## config.mk

```make
export PLATFORM = sky130hd
export DESIGN_NAME = shcp_command_port
export DESIGN_NICKNAME = d
export VERILOG_FILES = /design/src/shared/shcp_pkg.sv /design/src/hdl/shcp_env_ram.sv /design/src/hdl/shcp_command_port.sv
export SDC_FILE = /design/constraint.sdc
export NUM_CORES = 2
export LEC_CHECK = 0
export BUFFER_PORTS_ARGS = -buffer_cell sky130_fd_sc_hd__buf_4
export CORE_MARGIN = 3
export CORE_UTILIZATION = 40
export CTS_BUF_LIST = sky130_fd_sc_hd__clkbuf_16
export CTS_CLUSTER_SIZE = 14
export DETAILED_ROUTE_END_ITERATION = 8
export PLACE_DENSITY_LB_ADDON = 0.15
export SLEW_MARGIN = 20
export SYNTH_ARGS = -nofsm -noshare
export SYNTH_HDL_FRONTEND = slang
export SYNTH_SLANG_ARGS = --single-unit
export TNS_END_PERCENT = 20
```

## constraint.sdc

```tcl
create_clock -name sys_clk -period 22 [get_ports sys_clk]
set_input_delay 4.4 -clock sys_clk [delete_from_list [all_inputs] [get_ports sys_clk]]
set_output_delay 4.4 -clock sys_clk [all_outputs]
set_load 0.03 [all_outputs]
```

## src/shared/shcp_pkg.sv

```systemverilog
package shcp_pkg;

	// envelope population: pitch envelopes first, then harmonic envelopes
	localparam int NUM_VOICES = 8;
	localparam int NUM_HARM = 64;
	localparam int NUM_ENV = NUM_VOICES + NUM_HARM;
	localparam int ENV_AW = 7;
	localparam logic [6:0] HARM_BASE = 7'h08;
	localparam logic [6:0] ENV_LAST = 7'h47;
	localparam int NUM_PAIRS = 32;

	// envelope entry layout {current, target, slope}
	localparam int SLOPE_W = 8;
	localparam int TGT_W = 13;
	localparam int CUR_W = 18;
	localparam int FRAC_W = 5;
	localparam int SLOPE_LSB = 0;
	localparam int TGT_LSB = 8;
	localparam int CUR_LSB = 21;
	localparam int ENTRY_W = 39;

	// slope byte fields
	localparam int SLOPE_SIGN_BIT = 7;
	localparam int RATE_EXP_HI_BIT = 6;
	localparam int RATE_EXP_LO_BIT = 5;
	localparam int MANT_W = 5;
	localparam int MANT_MAX = 31;

	// update divisors, expressed as masks on the subsample counter
	localparam int SUB_W = 7;
	localparam logic [6:0] RATE_MASK_EVERY2 = 7'h01;
	localparam logic [6:0] RATE_MASK_EVERY8 = 7'h07;
	localparam logic [6:0] RATE_MASK_EVERY32 = 7'h1f;
	localparam logic [6:0] RATE_MASK_EVERY128 = 7'h7f;

	// register select codes
	localparam logic [1:0] SEL_CMD = 2'h0;
	localparam logic [1:0] SEL_A = 2'h1;
	localparam logic [1:0] SEL_B = 2'h2;
	localparam logic [1:0] SEL_C = 2'h3;

	// opcodes
	localparam logic [4:0] OP5_WR_PITCH = 5'h01;
	localparam logic [4:0] OP5_WR_VTYPE = 5'h02;
	localparam logic [4:0] OP5_RD_PITCH = 5'h03;
	localparam logic [3:0] OP4_WR_OPT = 4'h2;
	localparam logic [3:0] OP4_WR_CTL = 4'h3;
	localparam logic [1:0] OP2_WR_HARM = 2'h1;
	localparam logic [1:0] OP2_WR_PAIR = 2'h2;
	localparam logic [1:0] OP2_RD_HARM = 2'h3;

	// option and control bits
	localparam logic [3:0] OPTIONS_RST = 4'h0;
	localparam logic [1:0] CONTROL_RST = 2'h0;
	localparam int OPT_ALE_BIT = 0;
	localparam int OPT_INT_BIT = 1;
	localparam int CTL_RUN_BIT = 0;
	localparam int CTL_NOISE_INIT_BIT = 1;

	typedef enum logic [1:0] {
		ST_IDLE,
		ST_EXEC,
		ST_SWEEP
	} shcp_state_t;

endpackage

```

## src/hdl/shcp_env_ram.sv

```systemverilog
`timescale 1ns/100ps
module shcp_env_ram #(
	parameter int WIDTH = 39,
	parameter int DEPTH = 72,
	parameter int AW = 7
) (
	input wire logic sys_clk,
	input wire logic reset,
	input wire logic wr_en,
	input wire logic [AW-1:0] wr_addr,
	input wire logic [WIDTH-1:0] wr_data,
	input wire logic rd_en,
	input wire logic [AW-1:0] rd_addr,
	output logic [WIDTH-1:0] rd_data
);

	logic [WIDTH-1:0] mem [DEPTH];

	// contents are not cleared; software loads every envelope after reset
	always_ff @(posedge sys_clk) begin
		if (wr_en) begin
			mem[wr_addr] <= wr_data;
		end
	end

	always_ff @(posedge sys_clk) begin
		if (reset) begin
			rd_data <= '0;
		end else if (rd_en) begin
			rd_data <= mem[rd_addr];
		end
	end

endmodule

```

## src/hdl/shcp_command_port.sv

```systemverilog
`timescale 1ns/100ps
// Functional notes
// - each envelope ramps toward target by slope, then holds with slope cleared
// - slope byte: sign bit 7, rate exponent bits 6-5, mantissa bits 4-0
// - sign and mantissa form a two's complement step added to current
// - exponent 11,10,01,00 update every 2nd,8th,32nd,128th sample
// - pitch step is 1/2048 semitone, at most 31 steps up or 32 down per update
// - amplitude step is 1/128 dB, at most 31 steps up or 32 down per update
// - amplitude target is 8 bits in quarter dB, all ones 63.75 dB
// - pitch target is 13 bits in 1/64 semitone units
// - command byte captured on trailing edge of write with command selected
// - opcodes 00001/00010/00011 plus voice: pitch breakpoint, voice type, read pitch
// - opcode 0010 loads four option bits, 0011 loads two control bits
// - opcode 01 writes harmonic breakpoint, 11 reads harmonic amplitude
// - opcode 10 writes pair flag, or noise location when noise init set
// - select 00 command, 01/10/11 data registers A/B/C; chip select high none
// - bus driven only while read strobe and chip select are both low
// - reading the command select returns the last accepted command byte
// - address latch mode takes select from bus bits 1-0 during latch strobe
// - ready mode high when idle; interrupt mode one-cycle completion pulse
// - zero slope breakpoint copies target into current at once
module shcp_command_port #(
	parameter int ENV_COUNT = shcp_pkg::NUM_ENV
) (
	input wire logic sys_clk,
	input wire logic reset,
	input wire logic cs_n,
	input wire logic rd_n,
	input wire logic wr_n,
	input wire logic ale,
	input wire logic reg_sel_hi,
	input wire logic reg_sel_lo,
	input wire logic [7:0] host_bus_in,
	output logic [7:0] host_bus_out,
	output logic host_bus_oe,
	output logic int_rdy,
	input wire logic sample_tick,
	output logic [3:0] option_bits,
	output logic [1:0] control_bits,
	output logic [15:0] voice_types,
	output logic [31:0] lhp_flags,
	output logic noise_wr,
	output logic [5:0] noise_loc,
	output logic [7:0] noise_data
);

	localparam int EW = shcp_pkg::ENTRY_W;
	localparam int AW = shcp_pkg::ENV_AW;

	logic [1:0] ale_sel;
	logic [1:0] sel_now;
	logic [1:0] wr_sel;
	logic [7:0] wr_byte;
	logic wr_active;
	logic wr_prev;
	logic wr_commit;
	logic cmd_accept;
	logic [7:0] reg_a;
	logic [7:0] reg_b;
	logic [7:0] reg_c;
	logic [7:0] cmd_byte;
	logic cmd_pend;
	logic tick_pend;
	shcp_pkg::shcp_state_t state;
	logic [shcp_pkg::SUB_W-1:0] sub_cnt;
	logic [AW-1:0] swp_idx;
	logic start_cmd;
	logic start_swp;
	logic in_exec;
	logic is_wr_pitch;
	logic is_wr_vtype;
	logic is_rd_pitch;
	logic is_wr_opt;
	logic is_wr_ctl;
	logic is_wr_harm;
	logic is_pair_op;
	logic is_rd_harm;
	logic [AW-1:0] cmd_env_addr;
	logic rd_en;
	logic [AW-1:0] rd_addr;
	logic [EW-1:0] rd_data;
	logic wr_en;
	logic [AW-1:0] wr_addr;
	logic [EW-1:0] wr_entry;
	logic [shcp_pkg::TGT_W-1:0] bp_tgt;
	logic [shcp_pkg::CUR_W-1:0] cur_now;

	// one update of an envelope entry for the current subsample count
	function automatic logic [EW-1:0] env_advance(
		input logic [EW-1:0] e,
		input logic [shcp_pkg::SUB_W-1:0] sub
	);
		logic [7:0] slope;
		logic [shcp_pkg::TGT_W-1:0] tgt;
		logic [shcp_pkg::CUR_W-1:0] cur;
		logic [6:0] mask;
		logic signed [19:0] step;
		logic signed [19:0] sum;
		logic signed [19:0] goal;
		logic reached;
		slope = e[shcp_pkg::SLOPE_LSB +: shcp_pkg::SLOPE_W];
		tgt = e[shcp_pkg::TGT_LSB +: shcp_pkg::TGT_W];
		cur = e[shcp_pkg::CUR_LSB +: shcp_pkg::CUR_W];
		case ({slope[shcp_pkg::RATE_EXP_HI_BIT],
			slope[shcp_pkg::RATE_EXP_LO_BIT]})
			2'h3: mask = shcp_pkg::RATE_MASK_EVERY2;
			2'h2: mask = shcp_pkg::RATE_MASK_EVERY8;
			2'h1: mask = shcp_pkg::RATE_MASK_EVERY32;
			default: mask = shcp_pkg::RATE_MASK_EVERY128;
		endcase
		// 6-bit signed step in units of 1/32 target lsb
		step = {{14{slope[shcp_pkg::SLOPE_SIGN_BIT]}},
			slope[shcp_pkg::SLOPE_SIGN_BIT], slope[shcp_pkg::MANT_W-1:0]};
		sum = $signed({2'h0, cur}) + step;
		goal = $signed({2'h0, tgt, 5'h00});
		if (slope[shcp_pkg::SLOPE_SIGN_BIT]) begin
			reached = (sum <= goal);
		end else begin
			reached = (sum >= goal);
		end
		if (slope != 8'h00 && (sub & mask) == 7'h00) begin
			if (reached) begin
				// land exactly and stop
				cur = {tgt, 5'h00};
				slope = 8'h00;
			end else begin
				cur = sum[shcp_pkg::CUR_W-1:0];
			end
		end
		return {cur, tgt, slope};
	endfunction

	// register selection and address latch
	assign sel_now = option_bits[shcp_pkg::OPT_ALE_BIT] ? ale_sel :
		{reg_sel_hi, reg_sel_lo};

	always_ff @(posedge sys_clk) begin
		if (reset) begin
			ale_sel <= 2'h0;
		end else if (ale) begin
			ale_sel <= host_bus_in[1:0];
		end
	end

	// writes complete on the trailing edge of the strobe
	assign wr_active = !cs_n && !wr_n;
	assign wr_commit = wr_prev && !wr_active;

	always_ff @(posedge sys_clk) begin
		if (reset) begin
			wr_prev <= 1'b0;
			wr_sel <= 2'h0;
			wr_byte <= 8'h00;
		end else begin
			wr_prev <= wr_active;
			if (wr_active) begin
				wr_sel <= sel_now;
				wr_byte <= host_bus_in;
			end
		end
	end

	// a command arriving while another is pending is dropped
	assign cmd_accept = wr_commit && wr_sel == shcp_pkg::SEL_CMD &&
		!cmd_pend && state != shcp_pkg::ST_EXEC;

	always_ff @(posedge sys_clk) begin
		if (reset) begin
			cmd_byte <= 8'h00;
			cmd_pend <= 1'b0;
		end else if (cmd_accept) begin
			cmd_byte <= wr_byte;
			cmd_pend <= 1'b1;
		end else if (start_cmd) begin
			cmd_pend <= 1'b0;
		end
	end

	// command decode
	assign is_wr_pitch = cmd_byte[7:3] == shcp_pkg::OP5_WR_PITCH;
	assign is_wr_vtype = cmd_byte[7:3] == shcp_pkg::OP5_WR_VTYPE;
	assign is_rd_pitch = cmd_byte[7:3] == shcp_pkg::OP5_RD_PITCH;
	assign is_wr_opt = cmd_byte[7:4] == shcp_pkg::OP4_WR_OPT;
	assign is_wr_ctl = cmd_byte[7:4] == shcp_pkg::OP4_WR_CTL;
	assign is_wr_harm = cmd_byte[7:6] == shcp_pkg::OP2_WR_HARM;
	assign is_pair_op = cmd_byte[7:6] == shcp_pkg::OP2_WR_PAIR;
	assign is_rd_harm = cmd_byte[7:6] == shcp_pkg::OP2_RD_HARM;
	assign cmd_env_addr = (cmd_byte[7:6] == 2'h0) ? {4'h0, cmd_byte[2:0]} :
		shcp_pkg::HARM_BASE + {1'b0, cmd_byte[5:0]};

	// sequencer
	assign start_cmd = state == shcp_pkg::ST_IDLE && cmd_pend;
	assign start_swp = state == shcp_pkg::ST_IDLE && !cmd_pend && tick_pend &&
		control_bits[shcp_pkg::CTL_RUN_BIT];
	assign in_exec = state == shcp_pkg::ST_EXEC;

	always_ff @(posedge sys_clk) begin
		if (reset) begin
			state <= shcp_pkg::ST_IDLE;
		end else begin
			case (state)
				shcp_pkg::ST_IDLE: begin
					if (start_cmd) begin
						state <= shcp_pkg::ST_EXEC;
					end else if (start_swp) begin
						state <= shcp_pkg::ST_SWEEP;
					end
				end
				shcp_pkg::ST_EXEC: begin
					state <= shcp_pkg::ST_IDLE;
				end
				shcp_pkg::ST_SWEEP: begin
					if (swp_idx == shcp_pkg::ENV_LAST) begin
						state <= shcp_pkg::ST_IDLE;
					end
				end
				default: begin
					state <= shcp_pkg::ST_IDLE;
				end
			endcase
		end
	end

	// a new tick during the clear cycle is kept
	always_ff @(posedge sys_clk) begin
		if (reset) begin
			tick_pend <= 1'b0;
		end else if (sample_tick) begin
			tick_pend <= 1'b1;
		end else if (start_swp) begin
			tick_pend <= 1'b0;
		end
	end

	always_ff @(posedge sys_clk) begin
		if (reset) begin
			swp_idx <= '0;
		end else if (start_swp) begin
			swp_idx <= '0;
		end else if (state == shcp_pkg::ST_SWEEP) begin
			swp_idx <= swp_idx + 7'h01;
		end
	end

	// one sample period per completed sweep
	always_ff @(posedge sys_clk) begin
		if (reset) begin
			sub_cnt <= '0;
		end else if (state == shcp_pkg::ST_SWEEP &&
			swp_idx == shcp_pkg::ENV_LAST) begin
			sub_cnt <= sub_cnt + 7'h01;
		end
	end

	// envelope memory ports; the sweep reads one entry ahead of its write
	always_comb begin
		rd_en = 1'b0;
		rd_addr = '0;
		if (start_cmd) begin
			rd_en = 1'b1;
			rd_addr = cmd_env_addr;
		end else if (start_swp) begin
			rd_en = 1'b1;
		end else if (state == shcp_pkg::ST_SWEEP &&
			swp_idx != shcp_pkg::ENV_LAST) begin
			rd_en = 1'b1;
			rd_addr = swp_idx + 7'h01;
		end
	end

	assign cur_now = rd_data[shcp_pkg::CUR_LSB +: shcp_pkg::CUR_W];
	// harmonic targets are 8 bits, pitch targets 13
	assign bp_tgt = is_wr_pitch ? {reg_b[4:0], reg_c} : {5'h00, reg_c};

	always_comb begin
		wr_en = 1'b0;
		wr_addr = '0;
		wr_entry = '0;
		if (state == shcp_pkg::ST_SWEEP) begin
			wr_en = 1'b1;
			wr_addr = swp_idx;
			wr_entry = env_advance(rd_data, sub_cnt);
		end else if (in_exec && (is_wr_pitch || is_wr_harm)) begin
			wr_en = 1'b1;
			wr_addr = cmd_env_addr;
			if (reg_a == 8'h00) begin
				wr_entry = {bp_tgt, 5'h00, bp_tgt, reg_a};
			end else begin
				wr_entry = {cur_now, bp_tgt, reg_a};
			end
		end
	end

	shcp_env_ram #(
		.WIDTH(EW),
		.DEPTH(ENV_COUNT),
		.AW(AW)
	) u_env_ram (
		.sys_clk(sys_clk),
		.reset(reset),
		.wr_en(wr_en),
		.wr_addr(wr_addr),
		.wr_data(wr_entry),
		.rd_en(rd_en),
		.rd_addr(rd_addr),
		.rd_data(rd_data)
	);

	// data registers; a read result overrides a host write in the same cycle
	always_ff @(posedge sys_clk) begin
		if (reset) begin
			reg_a <= 8'h00;
			reg_b <= 8'h00;
			reg_c <= 8'h00;
		end else begin
			if (wr_commit && wr_sel == shcp_pkg::SEL_A) begin
				reg_a <= wr_byte;
			end
			if (in_exec && is_rd_pitch) begin
				reg_b <= {3'h0, cur_now[17:13]};
				reg_c <= cur_now[12:5];
			end else if (in_exec && is_rd_harm) begin
				reg_b <= {3'h0, cur_now[4:0]};
				reg_c <= cur_now[12:5];
			end else begin
				if (wr_commit && wr_sel == shcp_pkg::SEL_B) begin
					reg_b <= wr_byte;
				end
				if (wr_commit && wr_sel == shcp_pkg::SEL_C) begin
					reg_c <= wr_byte;
				end
			end
		end
	end

	always_ff @(posedge sys_clk) begin
		if (reset) begin
			option_bits <= shcp_pkg::OPTIONS_RST;
			control_bits <= shcp_pkg::CONTROL_RST;
		end else if (in_exec && is_wr_opt) begin
			option_bits <= cmd_byte[3:0];
		end else if (in_exec && is_wr_ctl) begin
			control_bits <= cmd_byte[1:0];
		end
	end

	// per-voice type fields and per-pair last flags
	genvar gi;
	generate
		for (gi = 0; gi < shcp_pkg::NUM_VOICES; gi++) begin : g_vtype
			always_ff @(posedge sys_clk) begin
				if (reset) begin
					voice_types[2*gi +: 2] <= 2'h0;
				end else if (in_exec && is_wr_vtype &&
					cmd_byte[2:0] == 3'(gi)) begin
					voice_types[2*gi +: 2] <= reg_a[1:0];
				end
			end
		end
		for (gi = 0; gi < shcp_pkg::NUM_PAIRS; gi++) begin : g_pair
			always_ff @(posedge sys_clk) begin
				if (reset) begin
					lhp_flags[gi] <= 1'b0;
				end else if (in_exec && is_pair_op &&
					!control_bits[shcp_pkg::CTL_NOISE_INIT_BIT] &&
					cmd_byte[5:1] == 5'(gi)) begin
					lhp_flags[gi] <= cmd_byte[0];
				end
			end
		end
	endgenerate

	// noise memory lives outside; the operand comes from register A
	always_ff @(posedge sys_clk) begin
		if (reset) begin
			noise_wr <= 1'b0;
			noise_loc <= 6'h00;
			noise_data <= 8'h00;
		end else begin
			noise_wr <= in_exec && is_pair_op &&
				control_bits[shcp_pkg::CTL_NOISE_INIT_BIT];
			if (in_exec && is_pair_op) begin
				noise_loc <= cmd_byte[5:0];
				noise_data <= reg_a;
			end
		end
	end

	// host read path
	assign host_bus_oe = !cs_n && !rd_n;

	always_ff @(posedge sys_clk) begin
		if (reset) begin
			host_bus_out <= 8'h00;
		end else if (sel_now == shcp_pkg::SEL_A) begin
			host_bus_out <= reg_a;
		end else if (sel_now == shcp_pkg::SEL_B) begin
			host_bus_out <= reg_b;
		end else if (sel_now == shcp_pkg::SEL_C) begin
			host_bus_out <= reg_c;
		end else begin
			host_bus_out <= cmd_byte;
		end
	end

	// completion pin, registered so it is glitch free
	always_ff @(posedge sys_clk) begin
		if (reset) begin
			int_rdy <= 1'b1;
		end else if (option_bits[shcp_pkg::OPT_INT_BIT]) begin
			int_rdy <= in_exec;
		end else begin
			int_rdy <= !cmd_pend && !in_exec && !cmd_accept;
		end
	end

endmodule

```

### Word-level counts from Yosys, hierarchy flattened

Memory sizes are Yosys's and may differ from the RTL's. A register that Yosys moved wholly into a read port is not among the register bits.
Cells that the tools add are included.

| word-level totals | value |
|---|---|
| bits in registers | 141 |
| bits in writable memories | 2,808 |
| output and inout bits | 79 |
| word-level logic and storage cells | 268 |
| memories kept | 1 |

Memories:

| memory | words | bits a word | rd ports | clocked after memory_dff | write ports | RTL line | source |
|---|---|---|---|---|---|---|---|
| u_env_ram.mem | 72 | 39 | 1 | 1 | 1 | shcp_env_ram.sv:17 | `logic [WIDTH-1:0] mem [DEPTH];` |

| operators by class | value |
|---|---|
| add/sub/neg operators | 4 |
| magnitude comparators | 2 |
| equal/unequal tests | 62 |
| mux-type cells | 44 |
| bitwise gates (word level) | 2 |
| reduce and logical (&&, ||, !) cells | 92 |

Operator list:

| cell | count |
|---|---|
| 39-bit 2-to-1 mux | 3 |
| 5-bit == test (second input constant) | 16 |
| 1-bit logical AND | 67 |
| 8-bit 2-to-1 mux | 8 |
| 7-bit 2-to-1 mux | 7 |
| 5-bit by 4-bit == test with 1-bit output (second input constant) | 8 |
| 18-bit 2-to-1 mux | 2 |
| 7-bit one-hot mux with 3 select lines | 1 |
| 19-bit by 6-bit adder with 20-bit output | 1 |
| 5-bit by 2-bit == test with 1-bit output (second input constant) | 4 |
| 5-bit by 3-bit == test with 1-bit output (second input constant) | 4 |
| 20-bit by 19-bit greater-or-equal comparator with 1-bit output | 1 |
| 20-bit by 19-bit less-or-equal comparator with 1-bit output | 1 |
| 2-bit == test (second input constant) | 9 |
| 5-bit 2-to-1 mux | 3 |
| 7-bit by 1-bit adder with 7-bit output (second input constant) | 2 |
| 1-bit 2-to-1 mux | 14 |
| 13-bit 2-to-1 mux | 1 |
| 3-bit == test (second input constant) | 4 |
| 2-bit by 1-bit == test with 1-bit output (second input constant) | 5 |
| 5-bit by 1-bit == test with 1-bit output (second input constant) | 2 |
| 4-bit by 2-bit == test with 1-bit output (second input constant) | 2 |
| 1-bit logical NOT | 8 |
| 8-bit logical NOT | 1 |
| other kinds (23) | 32 |

### Depth between registers and ports, before layout

| logic depth | value |
|---|---|
| depth after elaboration | 10 |
| depth in mapped cells | 18 |

### Modules after synthesis

From an unflattened synthesis, not the netlist that was laid out.

| second synthesis, totals | value |
|---|---|
| cells, all modules | 5,756 |
| area, all modules | 117,187.4 um2 |

Modules (own cells, without submodules):

| module | times used | cells each | area each (um2) | sequential area each (um2) |
|---|---|---|---|---|
| shcp_env_ram | 1 | 4,730 | 109,009.5 | 85,101.6 |
| shcp_command_port | 1 | 1,026 | 8,177.8 | 2,822.7 |

### Worst setup path before layout

Ideal clock, no wire load.

| timing | value |
|---|---|
| kind | input port to output port |
| start point | input port cs_n |
| end point | output port host_bus_oe |
| arrival | 4.813 ns |
| slack | 12.787 ns |
| stages on the path | 1 |
| path buffers | 0 |
| cells stage by stage | nor2_1 |

| on the way | value |
|---|---|
| cells in the longest elaborated chain, start to end | 2 |

RTL lines:

| what | RTL line | source |
|---|---|---|
| start, declared | shcp_command_port.sv:27 | `input wire logic cs_n,` |
| 1-bit logical NOT | shcp_command_port.sv:390 | `assign host_bus_oe = !cs_n && !rd_n;` |
| 1-bit logical AND | shcp_command_port.sv:390 |  |
| end, declared | shcp_command_port.sv:35 | `output logic host_bus_oe,` |

No other way between the ends.

### Final worst setup path

Ends and elaborated chain as after synthesis.

==> impl_metrics.py <==
metrics = {
    "outcome": {
        "status": "complete, no violations",
    },
    "sta": {
        "maxSlewHeadroom_pct": 14.9,
        "setup_viol": 0,
        "worstMarginPinSlew_ns": 1.27,
        "max_freq_mhz": 108,
        "period_share_pct": 41.9,
        "fin_skew_ns": 0.0607,
        "slew_violations": 0,
        "rsz0062_at_grt": "false",
        "period_needed_ns": 9.23,
        "hold_violations": 0,
        "fin_tns_setup_ns": 0,
    },
    "route": {
        "final_antenna_net_count": 0,
        "first_pass_iters": 8,
        "num_vias": 77300,
        "post-route-drc-count": 0,
        "wl_per_cell_um": 31.4,
        "drt_iter0_drc": 9796,
        "wl_um": 401000,
        "via_per_inst": 6.04,
    },
    "cts": {
        "cts_max_path_buffers": 4,
        "h-tree-depth": 5,
        "cts_resized": 0,
        "cts_inserted_buffers": 326,
        "cts-hold-fix-buffers": 0,
        "clock_latency_ns": 0.94,
        "cts_tree": "built",
        "cts.sinks": 2988,
        "cts_root_buf": "clkbuf_16",
        "clk_pin_slew_ns": 0.06,
        "cts_setup_buffers": 0,
    },
    "global_route": {
        "antenna_found_initial": 19,
        "grt_pass1_vias": 72700,
        "grt_max_degree": 156,
        "grt_pass1_wl_um": 561000,
        "grt.overflow.total": 0,
        "track_usage_pct": 25.7,
    },
    "cells_and_area": {
        "regArea_um2": 87900,
        "finish.instance_area_um2": 136000,
        "drive_above_1_share_pct": 11.1,
        "fillers": 25800,
        "final_nets": 8625,
        "areaGrowthSynthToFinish_pct": 13.8,
        "multi_input_area_um2": 29500,
    },
    "yosys": {
        "synth_enable_flop_cells": 2808,
        "ys.flop_type": "edfxtp_1",
        "synth_warnings": 0,
        "yosysMostFrequentCell": "edfxtp_1",
        "synth_nets": 8551,
        "synth.avg_cell_area_um2": 14.0,
        "syn-cell-area_um2": 119000,
        "synth_cell_types": 84,
        "synth_top_area_share_pct": 70.8,
        "netlist_top_cells_count": "edfxtp_1, nand2_1, nand3_1, and3_1, a21oi_1",
        "async_flop_share_pct": 0,
        "post_synth_inst_count": 8495,
        "synth.area.top_cells": "edfxtp_1, nand2_1, dfxtp_1",
        "synth_seq_cells": 2988,
        "synth_largest_area_cell": "edfxtp_1",
        "ys_seq_area_share_pct": 73.8,
    },
    "placement": {
        "dp_hpwl_um": 214000,
        "placed_cell_area_um2": 125000,
        "port_buffers": 95,
        "place.gp.congestion": 0.876,
    },
    "hold_path": {
        "hold_path_class": "reg -> reg",
    },
    "power_and_ir_drop": {
        "p_total_mw": 11.4,
        "power_density_nw_per_um2": 84.4,
        "irDropWorstVdd_mv": 0.0602,
        "leakagePower_nw": 44.7,
    },
    "floorplan": {
        "rows": 199,
        "die-area_um2": 304000,
        "start_util_pct": 40.4,
        "die_x_um": 552,
        "die_h_um": 552,
        "coreArea_um2": 295000,
        "ioPinCount": 96,
    },
    "worst_setup_path": {
        "crit_path_end_kind": "primary output",
        "critical_path_class": "in -> out",
        "critPathMaxFanout": 3,
        "start_kind": "input pin",
        "cp_data_arrival_time_ns": 4.83,
        "cp.required_ns": 17.60,
    },
    "run": {
        "maxCapViolations": 0,
    },
}
[cells by family after synthesis]
kind of cell / after synthesis / share of synthesized area, %
AOI/OAI and AO/OA: 1462 / 8.78
xor gates and xnor gates: 32 / 0.235
DFF: 2988 / 73.8
adders and majority gates: 39 / 0.416
and+or+nand+nor: 2994 / 11.4
buffers and inverters: 641 / 2.30
muxes: 339 / 3.06
[layer usage]
layer | vias up | part of all wire, % | track usage [%]
li1 | 33000 | - | -
met1 | 40000 | 43 | 37.0
met2 | 3611 | 45 | 39.5
met3 | 632 | 8.1 | 3.89
met4 | 2 | 3.8 | 9.61
met5 | - | 0.0017 | 0
[where the power goes]
group,internal (mW),switching [mW]
sequential,6.12,0.00796
combinational,0.0231,0.0452
clock,2.98,2.27
[metrics by stage]
stage	util (%)	setup WS (ns)	cells	hold slack, ns
after floorplan	-	12.79	8495	0.451
after global placement	42.4	12.72	12200	0.446
after detailed placement	42.4	12.76	12200	0.452
after CTS	45.9	12.76	12800	0.459
after global routing	45.9	12.74	12800	0.481
final	45.9	12.77	12800	0.456
[state kept, by name, summed over array words and instances, names as in the netlist, 2 cells and up]
name / cells
u_env_ram.mem: 2808
u_env_ram.rd_data: 39
lhp_flags: 32
voice_types: 16
cmd_byte: 8
host_bus_out: 8
noise_data: 8
reg_a: 8
reg_b: 8
reg_c: 8
wr_byte: 8
sub_cnt: 7
swp_idx: 7
noise_loc: 6
option_bits: 4
ale_sel: 2
control_bits: 2
state: 2
wr_sel: 2
[worst max-delay path, stage by stage]
cell and delay [ns]:
buf_4 0.12, nor2_1 0.13, buf_4 0.18
[final timing paths]
check,from,endpoint,slack [ns],cells past startpoint
worst max-delay path,cs_n,host_bus_oe,12.77,3
worst min-delay path,noise_data[3]$_SDFFE_PP0P_,noise_data[3]$_SDFFE_PP0P_,0.46,2
worst max register to register,state[1]$_SDFFE_PP0P_,u_env_ram.rd_data[17]$_SDFFE_PP0P_,14.90,14
worst min register to register,noise_data[3]$_SDFFE_PP0P_,noise_data[3]$_SDFFE_PP0P_,0.46,2
[cell type report]
cell class,count,area share [%]
flip-flops and latches,2988,64.9
well taps,3919,3.62
inverters,32,0.0886
clock inverters,257,1.33
multi-input cells,4866,21.8
repair buffers,355,2.06
diodes,40,0.0739
clock buffers,335,6.19
[cell usage in the layout (no fill, tap or decap), types with 40 or more instances in the layout]
master,n
buf_4,345
a311oi_1,42
and3_1,358
nand4_1,122
diode_2,40
nor2_1,145
inv_1,116
clkbuf_16,335
nand3_1,427
a31oi_1,144
edfxtp_1,2808
clkinv_2,51
clkinv_1,72
or4_1,47
a211oi_1,228
a32oi_1,182
mux2i_1,310
o21ai_0,50
nand2_1,1668
nor2_4,80
a2111oi_0,112
a21oi_1,337
a221oi_1,104
nor4_1,45
dfxtp_1,180
No activity file was read; power rests on OpenSTA's default activity.
